==> src/dtc_cfg.svh <==
/*
 * Constants for the dual timer/counter block: register addresses, control
 * and mode bit positions, reset values and timing figures.
 * Assumes a single 50 MHz core clock and an 8-bit register port.
 */
`ifndef DTC_CFG_SVH
`define DTC_CFG_SVH

// Register addresses
`define DTC_ADDR_CTRL 8'h88
`define DTC_ADDR_MODE 8'h89
`define DTC_ADDR_TL0 8'h8a
`define DTC_ADDR_TL1 8'h8b
`define DTC_ADDR_TH0 8'h8c
`define DTC_ADDR_TH1 8'h8d
// Vector acknowledge address (not decoded; acknowledges come in on the vec_ack port)
`define DTC_ADDR_VACK 8'h8e

// Control register bit positions
`define DTC_CTRL_OVF1 7
`define DTC_CTRL_RUN1 6
`define DTC_CTRL_OVF0 5
`define DTC_CTRL_RUN0 4
`define DTC_CTRL_EXF1 3
`define DTC_CTRL_EDG1 2
`define DTC_CTRL_EXF0 1
`define DTC_CTRL_EDG0 0

// Mode register: upper nibble timer one, lower nibble timer zero
`define DTC_MODE_GATE 3
`define DTC_MODE_CSEL 2
`define DTC_MODE_FHI 1
`define DTC_MODE_FLO 0
`define DTC_NIB1 4

// Vector acknowledge bits: timer0, ext0, timer1, ext1
`define DTC_VACK_T0 0
`define DTC_VACK_E0 1
`define DTC_VACK_T1 2
`define DTC_VACK_E1 3

// Reset value for all registers
`define DTC_RST_BYTE 8'h00

// Mode 0 prescaler width (divide by 32) and mask of its low bits
`define DTC_PRE_MASK 8'h1f
`define DTC_PRE_TOP 8'h1f
`define DTC_BYTE_TOP 8'hff

// Core clock cycles per machine cycle
`define DTC_MC_CYCLES 12
`define DTC_MC_W 4

`endif

==> src/dtc_pkg.sv <==
/*
 * Types for the dual timer/counter block.
 * Assumes dtc_cfg.svh is included for numeric constants.
 */
package dtc_pkg;

    // Timer mode field values
    typedef enum logic [1:0] {
        DTC_M13,
        DTC_M16,
        DTC_M8R,
        DTC_MSPLIT
    } dtc_mode_type;

    // Complete state of the block
    typedef struct packed {
        logic [7:0] ctrl;
        logic [7:0] mode;
        logic [7:0] tl0;
        logic [7:0] th0;
        logic [7:0] tl1;
        logic [7:0] th1;
        logic [7:0] rdata;
        logic [3:0] mc_cnt;
        logic mc_tick;
        logic [1:0] irq_s1;
        logic [1:0] irq_s2;
        logic [1:0] irq_d;
        logic [1:0] cnt_s1;
        logic [1:0] cnt_s2;
        logic [1:0] cnt_d;
        logic ovf_t0;
        logic ovf_t1;
        logic baud_ovf;
    } dtc_state_type;

endpackage

==> src/dtc_timer.sv <==
/*
 * Dual timer/counter with shared run and external interrupt control.
 * Assumes an 8-bit register port with read data one cycle after the read
 * strobe, and asynchronous pins that are synchronised here.
 */
// Decided for this implementation: the address-and-strobe port.
// Operation
// - Each timer is two byte registers
// - Timer one overflow sets bit 7, vector clears
// - Timer zero overflow sets bit 5, vector clears
// - Run bits 6 and 4 start timers
// - Ext flags set by edge or level
// - Trigger bits pick edge or level
// - Low control bits never affect counting
// - Mode 0 uses divide-by-32 prescaler
// - Mode 0 count is 13 bits
// - Wrap to zero sets overflow flag
// - Outside split mode, count only when run and gate allow
// - Setting run keeps count contents
// - Mode 1 is full 16-bit count
// - Mode 2 reloads low from high
// - Timer one mode 3 holds count
// - Split mode high byte uses timer one controls
// - Split mode timer one runs without flag
// - Counter select picks pin or clock
// - Two-bit mode field selects mode
// - Gate bit needs pin high to run
`timescale 1ns/1ps
`include "dtc_cfg.svh"

module dtc_timer #(
    parameter int MC_CYCLES = `DTC_MC_CYCLES
) (
    input wire logic clk,
    input wire logic rstn,
    input wire logic [7:0] addr,
    input wire logic [7:0] wdata,
    input wire logic wr,
    input wire logic rd,
    output logic [7:0] rdata,
    input wire logic [3:0] vec_ack,
    input wire logic ext_irq_pin_zero,
    input wire logic ext_irq_pin_one,
    input wire logic count_pin_zero,
    input wire logic count_pin_one,
    output logic ovf_flag_zero,
    output logic ovf_flag_one,
    output logic extint_flag_zero,
    output logic extint_flag_one,
    output logic baud_ovf
);

    dtc_pkg::dtc_state_type state; // Registered state
    dtc_pkg::dtc_state_type next_state; // Next value of the state

    // Result of one increment step on a byte
    typedef struct packed {
        logic [7:0] val;
        logic wrap;
    } dtc_inc_type;

    // Increment a byte whose count wraps at top
    function automatic dtc_inc_type dtc_inc(input logic [7:0] v,
                                            input logic [7:0] top,
                                            input logic en);
        dtc_inc_type r;
        r.val = v;
        r.wrap = 1'b0;
        if (en) begin
            if ((v & top) == top) begin
                r.val = v & ~top;
                r.wrap = 1'b1;
            end else begin
                r.val = 8'((v & top) + 8'h01) | (v & ~top);
            end
        end
        return r;
    endfunction

    // Whether a timer's count source ticks this cycle
    function automatic logic dtc_tick(input logic [3:0] nib,
                                      input logic run,
                                      input logic pin,
                                      input logic mc,
                                      input logic fall);
        logic src;
        src = nib[`DTC_MODE_CSEL] ? fall : mc;
        return run && (!nib[`DTC_MODE_GATE] || pin) && src;
    endfunction

    // Step a byte pair in modes 0 to 2; split handled by caller
    function automatic logic [16:0] dtc_step(input logic [1:0] m,
                                             input logic [7:0] lo,
                                             input logic [7:0] hi,
                                             input logic en);
        dtc_inc_type l;
        dtc_inc_type h;
        logic [7:0] nlo;
        logic [7:0] nhi;
        logic ov;
        nlo = lo;
        nhi = hi;
        ov = 1'b0;
        unique case (dtc_pkg::dtc_mode_type'(m))
            dtc_pkg::DTC_M13: begin
                // Low five bits prescale by 32, high byte counts
                l = dtc_inc(lo, `DTC_PRE_TOP, en);
                h = dtc_inc(hi, `DTC_BYTE_TOP, l.wrap);
                nlo = l.val;
                nhi = h.val;
                ov = h.wrap;
            end
            dtc_pkg::DTC_M16: begin
                // Both bytes cascaded
                l = dtc_inc(lo, `DTC_BYTE_TOP, en);
                h = dtc_inc(hi, `DTC_BYTE_TOP, l.wrap);
                nlo = l.val;
                nhi = h.val;
                ov = h.wrap;
            end
            dtc_pkg::DTC_M8R: begin
                // Low byte counts, reloads from high
                l = dtc_inc(lo, `DTC_BYTE_TOP, en);
                nlo = l.wrap ? hi : l.val;
                ov = l.wrap;
            end
            dtc_pkg::DTC_MSPLIT: begin
                // Caller handles split and hold
                nlo = lo;
            end
        endcase
        return {ov, nhi, nlo};
    endfunction

    // Next-state logic for registers, timers and flags
    always_comb begin
        logic [3:0] nib0;
        logic [3:0] nib1;
        logic fall0;
        logic fall1;
        logic en0;
        logic en1;
        logic en_h0;
        logic split;
        logic [16:0] r0;
        logic [16:0] r1;
        dtc_inc_type s;
        logic [1:0] fall_irq;
        r0 = '0;
        r1 = '0;
        s = '0;
        nib0 = state.mode[3:0];
        nib1 = state.mode[7:4];
        next_state = state;
        next_state.rdata = state.rdata;

        // Machine cycle divider
        next_state.mc_tick = 1'b0;
        if (32'(state.mc_cnt) == MC_CYCLES - 1) begin
            next_state.mc_cnt = '0;
            next_state.mc_tick = 1'b1;
        end else begin
            next_state.mc_cnt = 4'(state.mc_cnt + 4'h1);
        end

        // Two-stage synchronisers, then edge history
        next_state.irq_s1 = {ext_irq_pin_one, ext_irq_pin_zero};
        next_state.irq_s2 = state.irq_s1;
        next_state.irq_d = state.irq_s2;
        next_state.cnt_s1 = {count_pin_one, count_pin_zero};
        next_state.cnt_s2 = state.cnt_s1;
        next_state.cnt_d = state.cnt_s2;
        fall0 = state.cnt_d[0] && !state.cnt_s2[0];
        fall1 = state.cnt_d[1] && !state.cnt_s2[1];
        fall_irq = state.irq_d & ~state.irq_s2;

        // Gating uses run bits, mode gate bits and pins, never control bits 3..0
        en0 = dtc_tick(nib0, state.ctrl[`DTC_CTRL_RUN0], state.irq_s2[0],
                       state.mc_tick, fall0);
        en1 = dtc_tick(nib1, state.ctrl[`DTC_CTRL_RUN1], state.irq_s2[1],
                       state.mc_tick, fall1);
        split = nib0[1:0] == 2'(dtc_pkg::DTC_MSPLIT);
        // Split high byte: machine cycles with timer one run bit
        en_h0 = state.ctrl[`DTC_CTRL_RUN1] && state.mc_tick;

        // Timer zero
        next_state.ovf_t0 = 1'b0;
        next_state.ovf_t1 = 1'b0;
        next_state.baud_ovf = 1'b0;
        if (split) begin
            s = dtc_inc(state.tl0, `DTC_BYTE_TOP, en0);
            next_state.tl0 = s.val;
            next_state.ovf_t0 = s.wrap;
            s = dtc_inc(state.th0, `DTC_BYTE_TOP, en_h0);
            next_state.th0 = s.val;
            next_state.ovf_t1 = s.wrap;
        end else begin
            r0 = dtc_step(nib0[1:0], state.tl0, state.th0, en0);
            next_state.tl0 = r0[7:0];
            next_state.th0 = r0[15:8];
            next_state.ovf_t0 = r0[16];
        end

        // Timer one; mode 3 holds, as if stopped
        if (nib1[1:0] != 2'(dtc_pkg::DTC_MSPLIT)) begin
            r1 = dtc_step(nib1[1:0], state.tl1, state.th1,
                          split ? (nib1[`DTC_MODE_CSEL] ? fall1 :
                                   state.mc_tick) : en1);
            next_state.tl1 = r1[7:0];
            next_state.th1 = r1[15:8];
            next_state.baud_ovf = r1[16];
            // In split mode the flag belongs to the high byte of timer zero
            if (!split) begin
                next_state.ovf_t1 = r1[16];
            end
        end

        // Register writes; write happens in the same cycle as counting
        if (wr) begin
            unique case (addr)
                `DTC_ADDR_CTRL: next_state.ctrl = wdata;
                `DTC_ADDR_MODE: next_state.mode = wdata;
                `DTC_ADDR_TL0: next_state.tl0 = wdata;
                `DTC_ADDR_TH0: next_state.th0 = wdata;
                `DTC_ADDR_TL1: next_state.tl1 = wdata;
                `DTC_ADDR_TH1: next_state.th1 = wdata;
                default: next_state.ctrl = next_state.ctrl;
            endcase
        end

        // Vector acknowledge clears overflow flags, and external flags in edge mode only; a new set wins
        if (vec_ack[`DTC_VACK_T0]) begin
            next_state.ctrl[`DTC_CTRL_OVF0] = 1'b0;
        end
        if (vec_ack[`DTC_VACK_T1]) begin
            next_state.ctrl[`DTC_CTRL_OVF1] = 1'b0;
        end
        if (vec_ack[`DTC_VACK_E0] && state.ctrl[`DTC_CTRL_EDG0]) begin
            next_state.ctrl[`DTC_CTRL_EXF0] = 1'b0;
        end
        if (vec_ack[`DTC_VACK_E1] && state.ctrl[`DTC_CTRL_EDG1]) begin
            next_state.ctrl[`DTC_CTRL_EXF1] = 1'b0;
        end

        // Overflow sets
        if (state.ovf_t0) begin
            next_state.ctrl[`DTC_CTRL_OVF0] = 1'b1;
        end
        if (state.ovf_t1) begin
            next_state.ctrl[`DTC_CTRL_OVF1] = 1'b1;
        end

        // External flags: edge latch or level follow
        if (state.ctrl[`DTC_CTRL_EDG0]) begin
            if (fall_irq[0]) begin
                next_state.ctrl[`DTC_CTRL_EXF0] = 1'b1;
            end
        end else begin
            next_state.ctrl[`DTC_CTRL_EXF0] = !state.irq_s2[0];
        end
        if (state.ctrl[`DTC_CTRL_EDG1]) begin
            if (fall_irq[1]) begin
                next_state.ctrl[`DTC_CTRL_EXF1] = 1'b1;
            end
        end else begin
            next_state.ctrl[`DTC_CTRL_EXF1] = !state.irq_s2[1];
        end

        // Read port: data one cycle after strobe
        if (rd) begin
            unique case (addr)
                `DTC_ADDR_CTRL: next_state.rdata = state.ctrl;
                `DTC_ADDR_MODE: next_state.rdata = state.mode;
                `DTC_ADDR_TL0: next_state.rdata = state.tl0;
                `DTC_ADDR_TH0: next_state.rdata = state.th0;
                `DTC_ADDR_TL1: next_state.rdata = state.tl1;
                `DTC_ADDR_TH1: next_state.rdata = state.th1;
                default: next_state.rdata = `DTC_RST_BYTE;
            endcase
        end else begin
            next_state.rdata = `DTC_RST_BYTE;
        end
    end

    // State register
    always_ff @(posedge clk or negedge rstn) begin
        if (!rstn) begin
            state <= '0;
        end else begin
            state <= next_state;
        end
    end

    // Outputs straight from flip-flops
    assign rdata = state.rdata;
    assign ovf_flag_zero = state.ctrl[`DTC_CTRL_OVF0];
    assign ovf_flag_one = state.ctrl[`DTC_CTRL_OVF1];
    assign extint_flag_zero = state.ctrl[`DTC_CTRL_EXF0];
    assign extint_flag_one = state.ctrl[`DTC_CTRL_EXF1];
    assign baud_ovf = state.baud_ovf;

endmodule

==> config.mk <==
export PLATFORM = sky130hd
export DESIGN_NAME = dtc_timer
export DESIGN_NICKNAME = d
export VERILOG_FILES = /design/src/dtc_pkg.sv /design/src/dtc_timer.sv
export VERILOG_INCLUDE_DIRS = /design/src /design/src/src
export SDC_FILE = /design/constraint.sdc
export NUM_CORES = 1
export LEC_CHECK = 0
export ABC_AREA = 1
export BUFFER_PORTS_ARGS = -buffer_cell sky130_fd_sc_hd__buf_2
export CORE_ASPECT_RATIO = 1.2
export CORE_MARGIN = 3
export CORE_UTILIZATION = 25
export DETAILED_ROUTE_END_ITERATION = 8
export SYNTH_ARGS = -nofsm -noshare
export SYNTH_HDL_FRONTEND = slang
export SYNTH_SLANG_ARGS = --single-unit
export TNS_END_PERCENT = 30
==> constraint.sdc <==
create_clock -name clk -period 2.1 [get_ports clk]
set_input_delay 0.315 -clock clk [delete_from_list [all_inputs] [get_ports clk]]
set_output_delay 0.315 -clock clk [all_outputs]
set_load 0.005 [all_outputs]
### After elaboration in Yosys (flattened, before gate mapping)

Index checks and enable logic that the tools add are counted.

| storage, ports and cells | value |
|---|---|
| bits in registers | 76 |
| output and inout bits | 13 |
| logic and storage cells | 157 |

| cells by class | value |
|---|---|
| $add $sub $neg | 7 |
| equality and inequality tests | 24 |
| multiplexer cells | 71 |
| bitwise operators | 4 |
| reduce and logical (&&, ||, !) cells | 29 |

Operators with widths:

| operator | number |
|---|---|
| 2-to-1 mux 9 bit | 21 |
| 2-to-1 mux 8 bit | 15 |
| == test 8 bit, second input constant | 10 |
| 2-to-1 mux 48 bit | 1 |
| one-hot mux 8 bit (6 select lines) | 1 |
| adder 8 x 1 -> 8 bit, second input constant | 4 |
| 2-to-1 mux 16 bit | 2 |
| one-hot mux 8 bit (2 select lines) | 2 |
| one-hot mux 8 bit (4 select lines) | 1 |
| one-hot mux 8 bit (3 select lines) | 1 |
| 2-to-1 mux 1 bit | 23 |
| OR 6 x 8 -> 8 bit | 2 |
| adder 5 x 1 -> 6 bit, second input constant | 2 |
| AND reduction 2 bit | 6 |
| nonzero test 3 bit | 4 |
| == test 5 bit, second input constant | 2 |
| logical AND 1 bit | 9 |
| == test 2 bit, second input constant | 4 |
| inequality test 4 x 1 -> 1 bit, second input constant | 2 |
| inequality test 4 x 2 -> 1 bit, second input constant | 2 |
| zero test 1 bit | 6 |
| one-hot mux 1 bit (3 select lines) | 2 |
| adder 4 x 1 -> 4 bit, second input constant | 1 |
| == test 2 x 1 -> 1 bit, second input constant | 2 |
| other kinds (8) | 10 |

### Logic depth before layout (Yosys ltp)

Gate-level depths: netlist of the first run.

| logic depth | value |
|---|---|
| word-level depth | 16 |
| depth in mapped cells | 13 |
| depth with buffers taken out | 13 |

### Least setup slack after synthesis of the first run

No wires, ideal clock.

| timing path | value |
|---|---|
| kind | reg2reg |
| start | register state[52] (netlist bit) |
| end | register state[51] (netlist bit) |
| arrival | 1.583 ns |
| data required time | 1.978 ns |
| path slack | 0.395 ns |
| stages on the path, launching flop included | 12 |
| path through | dfrtp_1 -> ha_1 -> nand2_2 -> nor2_4 -> ha_1 -> inv_1 -> nor2_1 -> nand2_1 -> nand3_1 -> nand3_1 -> nand2_1 -> a21oi_1 |

RTL lines:

| item | line | source |
|---|---|---|
| start: declaration | dtc_timer.sv:53 | `dtc_pkg::dtc_state_type state;` |
| start signal: assignment | dtc_timer.sv:290 | `state <= next_state;` |

==> metrics, run 1 <==
initial core utilization 25.5%; Ys Warns 0; fmax 0.519 GHz; most numerous cell in the Yosys netlist nand2_1; Num CTS Buffers 9; Gate Count Post-Synth 873; DR vias/cell about 4.9; Worst-Skew Late Latency 0.36 ns; clock buffer depth 2; hold_sp ext_irq_pin_zero; vias in the first global route 5661; Yosys reg bits 76; # DRC 0; delay of the slowest critical-path stage 0.43 ns; Die Wd 144 µm; Final Power approximately 0.0061 W; R2R Path Start state[52]$_DFF_PN0_; sequential area share after synthesis 33.1%; area delta synth->final 16.1%; Crit-path slowest cell dfrtp_1; Req. time, crit path 2.37 ns; Tmin final 1.93 ns; Worst Path Arrival about 2.2 ns; reg-to-reg endpoint state[56]$_DFF_PN0_; Hold Fails Final Rpt 0; leakage 3.41 nW; R2R Setup Slk 0.17 ns; global-route wire length before repair 30.4 mm; WL per Instance between 15 and 20 µm; Site Rows 60; largest area contributor in the netlist dfrtp_1; Max Clock Skew a little over 0.008 ns; GP Congestion 0.927; outcome finished clean; htree depth 3; largest family of logic cells by synthesized area simple AND/OR/NAND/NOR gates; Max IR drop VDD 510 µV; startpoint types flip-flop; ys flop type dfrtp_1; Post-Syn Area between 5000 and 6000 µm²; Worst Reg-to-Reg Cells 9; DRT Wirelength 19.3 mm; Period Utilization, post-route 91.8%; PortBufs 40; ys async rst share 100%; Synth Area in Compound Gates between 10 and 15%; Synth cell types 43; max-slew violations 0; kind of critical path flip-flop to flip-flop; most frequent CP cell nor2_4; max-cap viol count 0; syn nets 914; Fin Setup TNS 0 ns; Synth Area per Inst 6.58 µm²; CP endpoint kind flip-flop; fraction of the mapped netlist area in adder cells 2.83%; die area 24800 µm²; dpl hpwl 14.6 mm; final net count 963; Cell Pwr Density just over 900 nW/µm²; gr ovfl total 0; mux contribution to synthesized area 0.370%; Post-Synth Simple-Gate Area a little under two fifths; largest net degree at the start of global routing 39; Floorplan Core Area 22500 µm²; Ports 41; Post-Synth XOR/XNOR Area under 10%; total track usage roughly 16%; diodes inserted 0; worst-margin pin slew 0.447 ns; layout cells sized above 1 13.8%; Commonest cells post-synth 271 x nand2_1, 97 x inv_1, 89 x nand3_1, 76 x dfrtp_1, 70 x nor2_1; total of fill cells in the finished design about 2500; post-route ant nets 0; Crit Path Max Fanout 11; TritonCTS clock tree done; root buffer cell clkbuf_16; Slew headroom 70.2%; CTS clk-pin slew, worst paths 0.07 ns; TritonCTS Sinks 76; Via Count just under 6000; worst-path cell chain ha_1 > nand2_2 > nor2_4 > nand2_4 > nor2_4 > nand2_1 > nor2_1 > a21oi_1 > a22oi_1; Chip Height 172 µm; Synth top area share 33.1%; Detailed Routing Iterations Pass 1 6; drt initial violations 610; RSZ-0062 raised after global routing no; Post-synth EDFFs 0; worst hold path class primary input to flip-flop; endpoints failing setup 0; Area contributors post-synth dfrtp_1 33%, nand2_1 18%, nand3_1 7.8%, inv_1 6.3%, a21oi_1 5.6%; initial antenna violation count 0; hold path depth 1; worst hold endpoint next_state[11]$_DFF_PN0_
## cell usage in the layout (no fill, tap or decap), types with 6 or more instances in the layout
cell,netlist,layout
a21oi_1,64,64
o21ai_0,59,59
buf_2,13,39
nand2_1,271,270
nand3_1,89,89
buf_4,8,28
nor2_1,70,70
nor3_1,6,6
o211ai_1,6,6
nand2_2,8,9
inv_2,7,7
ha_1,13,12
nand4_1,12,12
dfrtp_1,76,76
clkbuf_16,0,9
inv_1,97,97
nor2_4,10,10
## state kept, by name, indices dropped and copies added, names as in the netlist
register	count
baud_ovf	1
extint_flag_one	1
extint_flag_zero	1
next_state	8
ovf_flag_one	1
ovf_flag_zero	1
rdata	8
state	55
## through the flow
stage | area (µm²) | cells | setup WS (ns) | hold WS, ns | util (%)
6_report | 6670 | 1206 | 0.173 | 0.0641 | 29.6
5_1_grt | 6670 | 1206 | 0.0170 | 0.0589 | 29.6
4_1_cts | 6660 | 1206 | 0.195 | 0.0548 | 29.6
3_5_place_dp | 6340 | 1189 | 0.214 | 0.294 | 28.1
3_3_place_gp | 6340 | 1189 | 0.225 | 0.297 | 28.1
2_1_floorplan | 5740 | 873 | 0.395 | 0.0194 | -
## worst max-delay path: cells and delay by family, from the launching register on
kind | cells | cell delay [ns]
AND/OR/NAND/NOR | 6 | 0.94
flip-flops | 1 | 0.43
AO/OA/AOI/OAI | 2 | 0.25
adder cells (fa/ha/maj) | 1 | 0.23
## routing by layer
metal	up-vias	part of all wire [%]	track usage [%]
li1	2927	-	-
met1	2749	43	20.9
met2	246	48	26.0
met3	39	6.3	2.49
met4	0	3.0	6.21
met5	-	0	0
## layout make-up
| class | count | area, µm² | area share [%] |
|---|---|---|---|
| multi-input combinational | 660 | 3270 | 49.0 |
| sequential | 76 | 1900 | 28.5 |
| timing repair buffer | 69 | 435 | 6.53 |
| inverter | 106 | 399 | 5.98 |
| tap | 279 | 349 | 5.23 |
| clock buffer | 9 | 225 | 3.38 |
| clock inverter | 7 | 90.1 | 1.35 |
## report_power, final
group	internal [W]	switching (W)
combinational	0.000777	0.00144
clock	0.000954	0.000727
sequential	0.00175	0.000415
## cells by family (layout without fill, tap and decap cells)
group,Yosys count,after routing
AOI/OAI and AO/OA,153,153
DFF,76,76
xor gates and xnor gates,7,7
and+or+nand+nor,485,485
adders and majority gates,13,13
buffers and inverters,137,191
muxes,2,2
## what timing repair did
item / 4_1_cts / 5_1_grt
hold buffers: 1 / 0
gates resized for setup: 0 / 2
hold endpoints to repair: 28 / 0
endpoints found under the setup margin: 0 / 1
setup buffers: 0 / 0
## worst max path at each step
stage,start,end,slack (ns),depth (start not counted)
after floorplan,state[52]$_DFF_PN0_,state[51]$_DFF_PN0_,0.39,11
after global placement,state[60]$_DFFE_PN0P_,state[37]$_DFF_PN0_,0.23,11
after detailed placement,state[29]$_DFF_PN0_,state[35]$_DFF_PN0_,0.21,10
after CTS,state[52]$_DFF_PN0_,state[56]$_DFF_PN0_,0.20,9
after global routing,state[52]$_DFF_PN0_,state[56]$_DFF_PN0_,0.02,9
final,state[52]$_DFF_PN0_,state[56]$_DFF_PN0_,0.17,9
(Power assumes the default switching activity.)
==> run 2, diff against run 1 <==
--- a/config.mk
+++ b/config.mk
@@ -12,6 +12,7 @@
 export CORE_MARGIN = 3
 export CORE_UTILIZATION = 25
 export DETAILED_ROUTE_END_ITERATION = 8
+export REMOVE_ABC_BUFFERS = 1
 export SYNTH_ARGS = -nofsm -noshare
 export SYNTH_HDL_FRONTEND = slang
 export SYNTH_SLANG_ARGS = --single-unit
==> metrics, run 2 (synthesized netlist as in run 1, its figures left out) <==
commonest non-fill, non-tap cell in the layout nand2_1; Num CTS Buffers 9; CP Launch Point state[52]$_DFF_PN0_; final worst slack 0.199 ns; root buffer cell clkbuf_16; global-route wire length before repair 30.5 mm; Die Wd 144 µm; Detailed Routing Iterations Pass 1 5; max-slew violations 0; largest net degree at the start of global routing 77; leakage 3.42 nW; total track usage 15.9%; Worst-Skew Late Latency 0.35 ns; htree depth 3; cell area after layout 6700 µm²; TritonCTS clock tree done; hold path depth 1; Period Utilization, post-route 90.5%; Final Power between 0.006 and 0.007 W; max-cap viol count 0; total of fill cells in the finished design 2510; startpoint types flip-flop; Largest register FFs between 50 and 60; register with the most flip-flops state; kind of critical path flip-flop to flip-flop; layout cells sized above 1 14.0%; clock buffer depth 2; post-route ant nets 0; DR vias/cell 4.89; fin util 29.7%; endpoints failing setup 0; gr ovfl total 0; hold_sp count_pin_zero; fmax about 0.53 GHz; Post-CTS Setup Bufs 0; Worst Path Arrival ~2.1 ns; RSZ-0062 raised after global routing no; CP endpoint kind flip-flop; DRT Wirelength 19.2 mm; Req. time, crit path around 2.3 ns; initial antenna violation count 0; Worst Reg-to-Reg Cells 11; Fin Setup TNS 0 ns; DP Area 6350 µm²; vias in the first global route 5667; worst-margin pin slew between 0.5 and 0.6 ns; R2R Path Start state[52]$_DFF_PN0_; Crit Path Max Fanout 6; diodes inserted 0; area delta synth->final 16.6%; outcome finished clean; Floorplan Core Area 22500 µm²; worst hold path class primary input to flip-flop; Tmin final roughly 1.9 ns; Ports 41; Chip Height roughly 170 µm; DP Worst Slack between 0.1 and 0.15 ns; WL per Instance 15.9 µm; Hold Fails Final Rpt 0; initial core utilization around a quarter; Cell Pwr Density 904 nW/µm²; Site Rows 60; # DRC 0; die area 24800 µm²; drt initial violations 574; GP Congestion 0.926; Max IR drop VDD between 400 and 500 µV; Via Count 5910; final net count 965; PortBufs 40; dpl hpwl 14.4 mm; commonest non-fill, non-tap cells in the layout 271 x nand2_1, 97 x inv_1, 89 x nand3_1; CTS clk-pin slew, worst paths 0.07 ns; TritonCTS Sinks 76; Slew headroom 62.8%; Max Clock Skew 0.00983 ns
-- run 2: cell count changes in the layout (fill, tap and decap cells not counted), sizes merged --
cell      change
buf           +2
bufinv        +1
clkinvlp      +1
clkinv        -2
-- run 2: final timing paths --
check | to | slack (ns)
max | state[57]$_DFF_PN0_ | 0.20
min | next_state[5]$_DFF_PN0_ | 0.07
max reg2reg | state[57]$_DFF_PN0_ | 0.20
min reg2reg | next_state[4]$_DFF_PN0_ | 0.35
max in group asynchronous | state[52]$_DFF_PN0_ | 1.21
min in group asynchronous | state[38]$_DFF_PN0_ | 0.54
-- run 2: layout make-up --
class	count	area [µm²]	area share, %
Sequential cell	76	1900	28.4
Timing Repair Buffer	71	450	6.73
Clock inverter	7	103	1.53
Multi-Input combinational cell	660	3270	48.8
Tap cell	279	349	5.21
Inverter	106	399	5.96
Clock buffer	9	225	3.36
-- run 2: critical path, cell delays in order, from the launching register on --
cell and delay [ns]:
dfrtp_2 0.41, ha_1 0.22, nand2_2 0.08, nor2_4 0.14, ha_2 0.25, inv_1 0.08, nand2_1 0.19, nand2_1 0.08
nand3_1 0.07, nand2_1 0.05, a21oi_1 0.13, a21oi_1 0.08
-- run 2: power by group --
group / total, W / leakage [nW] / switching (W) / internal, W
Clock: 0.00177 / 0.157 / 0.000715 / 0.00106
Combinational: 0.00211 / 2.31 / 0.00134 / 0.000766
Sequential: 0.00217 / 0.947 / 0.000417 / 0.00175
-- run 2: routing by layer --
metal  GRT usage (%)  part of all wire, %
met3            2.66                  4.6
met2            26.7                   49
met1            19.5                   41
met5               0                    0
met4            8.11                  4.7
-- run 2: what timing repair did --
item / CTS / global route
endpoints found under the setup margin: 0 / 8
resized for setup: 0 / 2
hold endpoints to repair: 1 / 0
hold buffers: 1 / 0
-- run 2: metrics by stage --
step / std cells / hold WS, ns
2_1_floorplan: 842 / 0.0194
3_3_place_gp: 1191 / 0.333
3_5_place_dp: 1191 / 0.337
4_1_cts: 1208 / 0.0578
5_1_grt: 1208 / 0.0634
6_report: 1208 / 0.0724
